<file path="config.mk">
export PLATFORM = sky130hd
export DESIGN_NAME = board_ctrl
export DESIGN_NICKNAME = d
export VERILOG_FILES = /design/src/design/board_ctrl_pkg.sv /design/src/design/fan_tach_meter.sv /design/src/design/board_ctrl.sv
export SDC_FILE = /design/constraint.sdc
export NUM_CORES = 1
export LEC_CHECK = 0
export ABC_AREA = 0
export BUFFER_PORTS_ARGS = -buffer_cell sky130_fd_sc_hd__buf_2
export CORE_MARGIN = 1.5
export CORE_UTILIZATION = 55
export CTS_CLUSTER_DIAMETER = 80
export DETAILED_ROUTE_END_ITERATION = 8
export PLACE_DENSITY = 0.88
export SETUP_SLACK_MARGIN = 0.15
export SLEW_MARGIN = 20
export SYNTH_ARGS = -nofsm -noshare
export SYNTH_HDL_FRONTEND = slang
export SYNTH_SLANG_ARGS = --single-unit
</file>
<file path="constraint.sdc">
create_clock -name clk_sys -period 4.35 [get_ports clk_sys]
set_input_delay 0.6525 -clock clk_sys [delete_from_list [all_inputs] [get_ports clk_sys]]
set_output_delay 0.6525 -clock clk_sys [all_outputs]
set_load 0.02 [all_outputs]
</file>
<file path="src/design/board_ctrl_pkg.sv">
// Constants and types for the power loss, fan and watchdog controller.
// Assumes a single 25 MHz clock domain.
package board_ctrl_pkg;

	localparam int unsigned CLK_HZ          = 25000000;
	// Standby stability window, in seconds
	localparam int unsigned STANDBY_WIN_S   = 30;
	localparam int unsigned STANDBY_WIN_CYC = STANDBY_WIN_S * CLK_HZ;
	// Tach gate interval, in milliseconds
	localparam int unsigned GATE_MS         = 1000;
	localparam int unsigned GATE_CYC        = GATE_MS * (CLK_HZ / 1000);
	// Scale from revolutions per gate to revolutions per minute
	localparam int unsigned RPM_SCALE       = 60000 / GATE_MS;
	localparam int unsigned PULSES_PER_REV  = 2;
	// Watchdog stage time, in milliseconds
	localparam int unsigned WDOG_STAGE_MS   = 1000;
	localparam int unsigned WDOG_STAGE_CYC  = WDOG_STAGE_MS * (CLK_HZ / 1000);
	localparam int unsigned WDOG_STAGES     = 3;

	localparam logic [7:0]  PWM_DUTY_RESET  = 8'h80;
	localparam logic        LAST_ON_RESET   = 1'b0;

	typedef enum logic [1:0] {
		POLICY_ALWAYS_ON,
		POLICY_STAY_OFF,
		POLICY_PREVIOUS,
		POLICY_UNUSED
	} policy_type;

	// Stage actions; no action raises a non-maskable interrupt
	typedef enum logic [1:0] {
		WACT_NONE,
		WACT_EVENT,
		WACT_RESET,
		WACT_POWER_OFF
	} wdog_action_type;

endpackage : board_ctrl_pkg

</file>
<file path="src/design/fan_tach_meter.sv">
// Fan speed meter: counts tach pulses over a fixed gate and scales to RPM.
// Assumes the tach input is already synchronised to clk_sys.
`timescale 1ns/1ps
module fan_tach_meter #(
	parameter int unsigned GATE_CYC = board_ctrl_pkg::GATE_CYC
) (
	input  wire logic        clk_sys,
	input  wire logic        reset,
	input  wire logic        tach,
	output logic      [15:0] rpm
);

	logic [31:0] gate_count;
	logic [15:0] pulse_count;
	logic        tach_prev;
	logic        gate_end;
	logic        edge_seen;
	logic [15:0] pulse_total;

	assign gate_end    = (gate_count == 32'(GATE_CYC - 1));
	assign edge_seen   = tach && !tach_prev;
	// An edge in the gate's last cycle still belongs to that gate
	assign pulse_total = pulse_count + {15'h0, edge_seen};

	always_ff @(posedge clk_sys or posedge reset) begin
		if (reset) begin
			tach_prev <= 1'b0;
		end else begin
			tach_prev <= tach;
		end
	end

	always_ff @(posedge clk_sys or posedge reset) begin
		if (reset) begin
			gate_count <= 32'h0;
		end else if (gate_end) begin
			gate_count <= 32'h0;
		end else begin
			gate_count <= gate_count + 32'h1;
		end
	end

	// Halve the pulse count, then scale one gate up to a minute
	always_ff @(posedge clk_sys or posedge reset) begin
		if (reset) begin
			pulse_count <= 16'h0;
			rpm         <= 16'h0;
		end else if (gate_end) begin
			pulse_count <= 16'h0;
			rpm <= 16'((32'(pulse_total) / board_ctrl_pkg::PULSES_PER_REV)
				* board_ctrl_pkg::RPM_SCALE);
		end else if (edge_seen) begin
			pulse_count <= pulse_count + 16'h1;
		end
	end

endmodule : fan_tach_meter

</file>
<file path="src/design/board_ctrl.sv">
// Power loss recovery, fan PWM and tach, and staged watchdog controller.
// Assumes standby_good comes from a rail comparator outside this clock;
// host strobes come from logic on clk_sys.
// How it works
// - Standby rail is sampled every clock after soft-off or no-power.
// - Standby stable for the whole 30 s window means a proper switch-off.
// - Standby lost before 30 s means an AC power loss.
// - Always-on policy powers the system up when standby returns.
// - Stay-off policy keeps the system off when standby returns.
// - Previous-state policy restores the remembered on or off state.
// - The 30 s window runs only under the previous-state policy.
// - Loss soon after shutdown may remember the state as on.
// - Without a standby rail the policy has no effect.
// - A PWM output sets the system fan speed.
// - Fan RPM is derived from tach pulses.
// - Staged watchdog advances unless the host kicks it.
// - No watchdog stage raises a non-maskable interrupt.
`timescale 1ns/1ps
module board_ctrl #(
	parameter int unsigned STANDBY_WIN_CYC = board_ctrl_pkg::STANDBY_WIN_CYC,
	parameter int unsigned GATE_CYC        = board_ctrl_pkg::GATE_CYC,
	parameter int unsigned WDOG_STAGE_CYC  = board_ctrl_pkg::WDOG_STAGE_CYC
) (
	input  wire logic                            clk_sys,
	input  wire logic                            reset,
	input  wire logic                            standby_good,
	input  wire logic                            standby_supported,
	input  wire board_ctrl_pkg::policy_type      policy,
	input  wire logic                            sys_on,
	input  wire logic                            fan_rotation_pulse_in,
	input  wire logic [7:0]                      fan_duty,
	input  wire logic                            wdog_enable,
	input  wire logic                            wdog_kick,
	input  wire board_ctrl_pkg::wdog_action_type wdog_stage_action [3],
	output logic                                 power_up_req,
	output logic                                 proper_off,
	output logic                                 ac_loss,
	output logic                                 last_state_on,
	output logic                                 fan_speed_pulse_out,
	output logic      [15:0]                     fan_rpm,
	output logic      [1:0]                      wdog_stage,
	output logic                                 wdog_event,
	output logic                                 wdog_reset_req,
	output logic                                 wdog_power_off_req
);

	// Synchronisers for pins from outside the clock domain
	logic [1:0] sb_sync;
	logic [1:0] tach_sync;
	logic       sb;
	logic       sb_prev;
	logic       sys_on_prev;
	logic       monitoring;
	logic [31:0] win_count;
	logic        loss_seen;

	always_ff @(posedge clk_sys or posedge reset) begin
		if (reset) begin
			sb_sync   <= 2'b00;
			tach_sync <= 2'b00;
		end else begin
			sb_sync   <= {sb_sync[0], standby_good};
			tach_sync <= {tach_sync[0], fan_rotation_pulse_in};
		end
	end
	assign sb = sb_sync[1];

	always_ff @(posedge clk_sys or posedge reset) begin
		if (reset) begin
			sb_prev     <= 1'b0;
			sys_on_prev <= 1'b0;
		end else begin
			sb_prev     <= sb;
			sys_on_prev <= sys_on;
		end
	end

	// State stored at every power transition; a rail loss inside the
	// window is taken as a loss while running, so it reads as on.
	always_ff @(posedge clk_sys or posedge reset) begin
		if (reset) begin
			last_state_on <= board_ctrl_pkg::LAST_ON_RESET;
		end else if (sys_on != sys_on_prev) begin
			last_state_on <= sys_on;
		end else if (monitoring && !sb) begin
			last_state_on <= 1'b1;
		end
	end

	// Window arms on shutdown, only under the previous-state policy
	always_ff @(posedge clk_sys or posedge reset) begin
		if (reset) begin
			monitoring <= 1'b0;
			win_count  <= 32'h0;
			proper_off <= 1'b0;
			ac_loss    <= 1'b0;
		end else if (sys_on_prev && !sys_on && standby_supported
				&& policy == board_ctrl_pkg::POLICY_PREVIOUS) begin
			monitoring <= 1'b1;
			win_count  <= 32'h0;
			proper_off <= 1'b0;
			ac_loss    <= 1'b0;
		end else if (monitoring) begin
			if (!sb) begin
				monitoring <= 1'b0;
				ac_loss    <= 1'b1;
			end else if (win_count == 32'(STANDBY_WIN_CYC - 1)) begin
				monitoring <= 1'b0;
				proper_off <= 1'b1;
			end else begin
				win_count <= win_count + 32'h1;
			end
		end else if (sys_on) begin
			proper_off <= 1'b0;
			ac_loss    <= 1'b0;
		end
	end

	// Loss remembered across standby absence, cleared once acted on
	always_ff @(posedge clk_sys or posedge reset) begin
		if (reset) begin
			loss_seen <= 1'b0;
		end else if (!sb && !sys_on) begin
			loss_seen <= 1'b1;
		end else if (sb && sb_prev) begin
			loss_seen <= 1'b0;
		end
	end

	// Recovery on standby return
	always_ff @(posedge clk_sys or posedge reset) begin
		if (reset) begin
			power_up_req <= 1'b0;
		end else begin
			power_up_req <= 1'b0;
			if (sb && !sb_prev && loss_seen && standby_supported) begin
				unique case (policy)
					board_ctrl_pkg::POLICY_ALWAYS_ON:
						power_up_req <= 1'b1;
					board_ctrl_pkg::POLICY_STAY_OFF:
						power_up_req <= 1'b0;
					board_ctrl_pkg::POLICY_PREVIOUS:
						power_up_req <= last_state_on;
					default:
						power_up_req <= 1'b0;
				endcase
			end
		end
	end

	// Fan PWM; 8-bit resolution trades fine steps for a fast carrier
	logic [7:0] pwm_count;
	always_ff @(posedge clk_sys or posedge reset) begin
		if (reset) begin
			pwm_count           <= 8'h0;
			fan_speed_pulse_out <= 1'b0;
		end else begin
			pwm_count           <= pwm_count + 8'h1;
			fan_speed_pulse_out <= (pwm_count < fan_duty);
		end
	end

	// Tach input assumes two pulses per revolution from the fan
	fan_tach_meter #(
		.GATE_CYC (GATE_CYC)
	) u_tach (
		.clk_sys (clk_sys),
		.reset   (reset),
		.tach    (tach_sync[1]),
		.rpm     (fan_rpm)
	);

	// Watchdog: each unkicked stage period advances one stage, holding at the last stage
	logic [31:0] wd_count;
	logic        wd_expire;
	board_ctrl_pkg::wdog_action_type act;
	assign wd_expire = (wd_count == 32'(WDOG_STAGE_CYC - 1));
	assign act = wdog_stage_action[wdog_stage];

	always_ff @(posedge clk_sys or posedge reset) begin
		if (reset) begin
			wd_count   <= 32'h0;
			wdog_stage <= 2'h0;
		end else if (!wdog_enable || wdog_kick) begin
			wd_count   <= 32'h0;
			wdog_stage <= 2'h0;
		end else if (wd_expire) begin
			wd_count <= 32'h0;
			if (wdog_stage != 2'(board_ctrl_pkg::WDOG_STAGES - 1)) begin
				wdog_stage <= wdog_stage + 2'h1;
			end
		end else begin
			wd_count <= wd_count + 32'h1;
		end
	end

	// Action outputs; there is no NMI output at all
	always_ff @(posedge clk_sys or posedge reset) begin
		if (reset) begin
			wdog_event         <= 1'b0;
			wdog_reset_req     <= 1'b0;
			wdog_power_off_req <= 1'b0;
		end else begin
			wdog_event <= wdog_enable && !wdog_kick && wd_expire
				&& act == board_ctrl_pkg::WACT_EVENT;
			wdog_reset_req <= wdog_enable && !wdog_kick && wd_expire
				&& act == board_ctrl_pkg::WACT_RESET;
			wdog_power_off_req <= wdog_enable && !wdog_kick && wd_expire
				&& act == board_ctrl_pkg::WACT_POWER_OFF;
		end
	end
endmodule : board_ctrl

</file>
Word level (Yosys, flattened, before mapping) --
Index checks and enable logic that the tools add are counted.
Operators by class: add/sub/neg operators 7, multipliers 1, magnitude comparators 2, equal/unequal tests 13, multiplexer cells 33, bitwise logic cells 1, reduce and logical (&&, ||, !) cells 35
Operator list (number):
- 32-bit 2-to-1 mux | 7
- 32-bit by 1-bit adder with 32-bit output (second input constant) | 3
- 32-bit by 25-bit == test with 1-bit output (second input constant) | 2
- 32-bit by 30-bit == test with 1-bit output (second input constant) | 1
- 16-bit 2-to-1 mux | 2
- 1-bit 2-to-1 mux | 17
- 16-bit by 1-bit adder with 16-bit output | 1
- 16-bit by 1-bit adder with 16-bit output (second input constant) | 1
- 1-bit logical AND | 15
- 15-bit by 4-bit multiplier with 14-bit output (second input constant) | 1
- 2-bit nonzero test | 7
- 2-bit 2-to-1 mux | 5
- 8-bit by 1-bit adder with 8-bit output (second input constant) | 1
- 8-bit less-than comparator | 1
- 2-bit == test (second input constant) | 3
- 1-bit logical NOT | 6
- 3-bit by 2-bit inequality test with 1-bit output (second input constant) | 2
- 3-bit AND reduction | 2
- 2-bit binary-select mux with 2-bit select | 1
- 2-bit inequality test (second input constant) | 2
- 2-bit AND reduction | 2
- 3-bit greater-or-equal comparator (second input constant) | 1
- 3-bit by 1-bit inequality test with 1-bit output (second input constant) | 1
- 2-bit inverter with 3-bit output | 1
- 7 further kinds | 7
Word-level totals: bits in registers 153, input bits 24, output and inout port bits 26, word-level logic and storage cells 114

Logic depth before layout (Yosys ltp) --
depth after elaboration 6, gate-level depth with buffers 19, gate-level depth less buffers 18

Hierarchy --
A second synthesis with hierarchy kept.
Unflattened totals: cell total of the unflattened synthesis 891, area, all modules 8538.2 sq um
By module, submodules not included:
- board_ctrl | times used 1, cells each 473, area an instance 4558.1 sq um, seq. area each 2252.2 sq um
- fan_tach_meter | times used 1, cells each 418, area an instance 3980.1 sq um, seq. area each 1551.5 sq um

Least setup slack after synthesis --
No wires, ideal clock.
path kind reg2reg, start reg tach_sync[1], end reg u_tach.rpm[12], library setup time 0.131 ns, arrival 3.948 ns, required time 4.219 ns, setup slack 0.270 ns, cell stages (with the launch flop) 20, path buffers 1, period minus slack after synthesis 4.080 ns, path through dfrtp_1 nor2b_1 clkbuf_1 and2_1 ha_1 nand3_1 xor2_1 inv_1 xnor2_1 xnor2_1 fa_1 inv_1 ha_1 nor2b_1 o21ai_0 a21boi_0 o21a_1 o41ai_1 xor2_1 o21ai_0
On the way: longest elaborated chain between the ends 3
Ends and longest elaborated chain:
- from (decl) | line board_ctrl.sv:49 | logic [1:0] tach_sync;
- from (signal assigned) | line board_ctrl.sv:63 | tach_sync <= {tach_sync[0], fan_rotation_pulse_in};
- 1-bit logical AND | line fan_tach_meter.sv:21 | assign edge_seen = tach && !tach_prev;
- 16-bit by 1-bit adder with 16-bit output | line fan_tach_meter.sv:23 | assign pulse_total = pulse_count + {15'h0, edge_seen};
- 15-bit by 4-bit multiplier with 14-bit output | line fan_tach_meter.sv:51 | * board_ctrl_pkg::RPM_SCALE);
- to (signal assigned) | line fan_tach_meter.sv:50 | rpm <= 16'((32'(pulse_total) / board_ctrl_pkg::PULSES_PER_REV)
- to (decl) | line fan_tach_meter.sv:10 | output logic [15:0] rpm
Every way passes these cells. A chain may end at the register's enable or synchronous reset.

Final worst setup path --
start reg u_tach.pulse_count[3], end reg u_tach.rpm[14]
On the way: longest elaborated chain between the ends 2
Ends and longest elaborated chain:
- from (decl) | line fan_tach_meter.sv:14 | logic [15:0] pulse_count;
- from (signal assigned) | line fan_tach_meter.sv:53 | pulse_count <= pulse_count + 16'h1;
- 16-bit by 1-bit adder with 16-bit output | line fan_tach_meter.sv:23
- 15-bit by 4-bit multiplier with 14-bit output | line fan_tach_meter.sv:51
Every way passes these cells.

==> impl_metrics.json <==
{
  "cts_hold_buf": 0,
  "hold_depth": 1,
  "synth.area.top_cells": "dfrtp_1, xor2_1, xnor2_1, nor2_1, ha_1",
  "rows": 44,
  "drt_iter0_drc": 530,
  "cp_cell_sequence": "and4_1 -> nand4_1 -> nor2_1 -> xor2_1 -> inv_2 -> fa_1 -> fa_1 -> inv_1 -> ha_2 -> a21o_1 -> a21oi_1 -> nand2_1 -> o21ai_1 -> xor2_1 -> o21ai_0",
  "muxShareOfSynthArea": 0.00619,
  "cp_top_family": "adder cells",
  "cp.required_ns": 4.62,
  "grt_setup_unrepaired": "yes",
  "r2r_setup_slack_ns": 0.34,
  "numCtsBuffers": 17,
  "final_nets": 970,
  "viasPerCell": 5.56,
  "wl_per_cell_um": 14.9,
  "synth_top_area_frac": 0.459,
  "critPathMaxStageDelay_ns": 0.53,
  "fp.dieW_um": 126,
  "p_per_area_nw_per_um2": 450,
  "clk_pin_slew_ns": 0.06,
  "postRouteAntennaNets": 0,
  "synth_cell_types": 54,
  "finalHoldViolations": 0,
  "violations": "DRC",
  "internal_power_uw": 2870,
  "syn_to_final_growth_pct": 13.7,
  "dp_cells": 1062,
  "drv_slew": 0,
  "hpwl_um": 10200,
  "maxCapViolations": 0,
  "slowest_stage": "fa_1",
  "ios": 50,
  "cp_max_fo": 7,
  "post-place-ws_ns": 0.148,
  "final.setup.worst_slack_ns": 0.343,
  "synth_area_per_cell_sq_um": 9.78,
  "htree_levels": 4,
  "post-route-drc-count": 5,
  "critPathLaunchType": "flip-flop",
  "reg2regPathDepth": 15,
  "crit_buf_inv": 2,
  "hold_path_class": "in2reg",
  "period_minus_slack_ns": 4.01,
  "synthXorXnorAreaFrac": 0.145,
  "fmax_ghz": 0.250,
  "finalSetupViolCount": 0,
  "slew_headroom": 0.451,
  "grt_use_total": 0.210,
  "firstDrtPassIters": 6,
  "synth-async-reset-ratio": 1.00,
  "synthFlopType": "dfrtp_1",
  "synthAdderAreaFrac": 0.0837,
  "num_vias": 6106,
  "port_buffers": 47,
  "synth_compound_area_frac": 0.0485,
  "clk_latency_ns": 0.44,
  "overflow": 0,
  "initial_utilization": 0.566,
  "hold_start": "fan_rotation_pulse_in",
  "place_congestion": 0.814,
  "synth_top_family_by_area": "simple AND/OR/NAND/NOR gates",
  "grt_pass1_vias": 6007,
  "ctsRootBufferMaster": "clkbuf_16",
  "crit_type": "reg2reg",
  "peakVddDrop_v": 0.000366,
  "synth_edf_count": 0,
  "min_period_over_period": 0.921,
  "ys_seq_area_frac": 0.459,
  "dieArea_sq_um": 15800,
  "reg2reg_from": "u_tach.pulse_count[3]$_DFFE_PP0P_",
  "synth_cells": 847,
  "yosys.area_share.simple": 0.221,
  "p_clk_frac": 0.342,
  "yosys_warnings": 0,
  "diodes": 0,
  "status": "finished, violations left",
  "combPwrFrac": 0.282,
  "drive_gt1_frac": 0.119,
  "grt_max_degree": 153,
  "max-clock-path-buffers": 2,
  "arrival_ns": 4.28,
  "wl_um": 16400,
  "r2r-end": "u_tach.rpm[14]$_DFFE_PP0N_",
  "cts_tree": "built",
  "synth_seq_cells": 152,
  "worst_pin_slew_ns": 0.823,
  "core_sq_um": 14600,
  "p_sw_uw": 1370,
  "clock_sinks": 152,
  "grt_pass1_wl_um": 27200,
  "netlist_area_sq_um": 8280,
  "yosys.area.top_type": "dfrtp_1",
  "antenna_found_initial": 0,
  "die_h_um": 126,
  "switching_share": 0.323,
  "power.leakage_uw": 0.00447,
  "setup_tns_ns": 0,
  "worstHoldEndpoint": "tach_sync[0]$_DFF_PP0_",
  "fin_cells": 1099,
  "crit_path_end_kind": "flip-flop",
  "finalClockSkew_ns": 0.0151,
  "seq_power_share": 0.376
}
-- power groups by stage --
stage	Combinational (uW)	Clock, uW	Sequential [uW]
2_1_floorplan	860	0	1580
3_3_place_gp	1120	0	1590
3_5_place_dp	1150	0	1600
4_1_cts	1150	1460	1580
5_1_grt	1350	1520	1600
6_report	1200	1450	1590
-- cells by family after synthesis --
| group | Yosys count |
|---|---|
| mux | 5 |
| fa+ha+maj | 47 |
| flops | 152 |
| buf+inv | 73 |
| other cells | 1 |
| xor+xnor | 136 |
| compound gates | 64 |
| simple gates | 369 |
-- sequential cells by signal, indices dropped and copies added (netlist names) --
name                 count
ac_loss                  1
fan_speed_pulse_out      1
last_state_on            1
loss_seen                1
monitoring               1
power_up_req             1
proper_off               1
pwm_count                8
sb_prev                  1
sb_sync                  2
sys_on_prev              1
tach_sync                2
u_tach.gate_count       32
u_tach.pulse_count      15
u_tach.rpm              14
u_tach.tach_prev         1
wd_count                32
wdog_event               1
wdog_power_off_req       1
wdog_reset_req           1
wdog_stage               2
win_count               32
-- worst max path at each step --
stage                                       from                    endpoint  slack, ns  cells past startpoint
3_3_place_gp              tach_sync[1]$_DFF_PP0_  u_tach.rpm[14]$_DFFE_PP0N_       0.37                     17
6_report       u_tach.pulse_count[3]$_DFFE_PP0P_  u_tach.rpm[14]$_DFFE_PP0N_       0.34                     15
4_1_cts                   tach_sync[1]$_DFF_PP0_  u_tach.rpm[14]$_DFFE_PP0N_       0.15                     17
3_5_place_dp              tach_sync[1]$_DFF_PP0_  u_tach.rpm[14]$_DFFE_PP0N_       0.15                     17
5_1_grt        u_tach.pulse_count[3]$_DFFE_PP0P_  u_tach.rpm[14]$_DFFE_PP0N_       0.08                     15
2_1_floorplan             tach_sync[1]$_DFF_PP0_  u_tach.rpm[12]$_DFFE_PP0N_       0.27                     19
-- layout make-up --
class | instances | area [sq um]
Clock buffer | 21 | 450
Clock inverter | 11 | 123
Fill cell | 1039 | 5220
Inverter | 49 | 188
Multi-Input combinational cell | 623 | 4290
Sequential cell | 152 | 3800
Tap cell | 184 | 230
Timing Repair Buffer | 59 | 338
-- layout by cell type (no fill, tap or decap), drive strengths merged, types with 3 or more instances in the layout --
cell | Yosys | final
dfrtp | 152 | 152
nor2 | 118 | 118
xor2 | 84 | 84
nand2 | 78 | 78
buf | 11 | 59
xnor2 | 52 | 52
inv | 49 | 49
nand3 | 42 | 42
and3 | 30 | 30
o21ai | 29 | 29
ha | 29 | 29
nand4 | 26 | 26
clkbuf | 13 | 21
a21oi | 17 | 17
fa | 15 | 15
nor4 | 12 | 12
nor3 | 11 | 11
and4 | 10 | 10
nor2b | 9 | 9
and2 | 8 | 8
nand2b | 8 | 8
or3 | 7 | 7
a21o | 6 | 6
clkinvlp | 0 | 5
mux2i | 4 | 4
clkinv | 0 | 4
maj3 | 3 | 3
-- layer usage --
metal  vias to the layer above  global-route usage  wire length [um]
li1                       2943                   -                 -
met2                       140               0.344              8240
met4                         0              0.0834               350
met3                        30              0.0455               570
met1                      2993               0.275              7250
met5                         -                   0                 0
-- per-stage QoR --
| step | hold WS [ns] | area [sq um] | util | total power, uW |
|---|---|---|---|---|
| floorplan | 0.331 | 8290 | - | 2440 |
| global placement | 0.334 | 8710 | 0.595 | 2710 |
| detailed placement | 0.335 | 8710 | 0.595 | 2750 |
| CTS | 0.331 | 9300 | 0.635 | 4190 |
| global route | 0.324 | 9420 | 0.643 | 4480 |
| finish | 0.337 | 9420 | 0.643 | 4240 |
-- synth_stat cells (all sizes together) (2+ instances only) --
cell / number
a21o: 6
a21oi: 17
and2: 8
and3: 30
and4: 10
buf: 11
clkbuf: 13
dfrtp: 152
fa: 15
ha: 29
inv: 49
maj3: 3
mux2i: 4
nand2: 78
nand2b: 8
nand3: 42
nand4: 26
nor2: 118
nor2b: 9
nor3: 11
nor3b: 2
nor4: 12
nor4b: 2
nor4bb: 2
o21ai: 29
or3: 7
or4: 2
xnor2: 52
xor2: 84
-- what timing repair did --
action | in CTS | in global routing
resized for setup | 1 | 13
setup endpoints to repair | 2 | 6
buffers inserted | 1 | 4
hold endpoints to repair | 0 | 0
pin swaps | 0 | 2
Power figures use the tool's default switching activity.
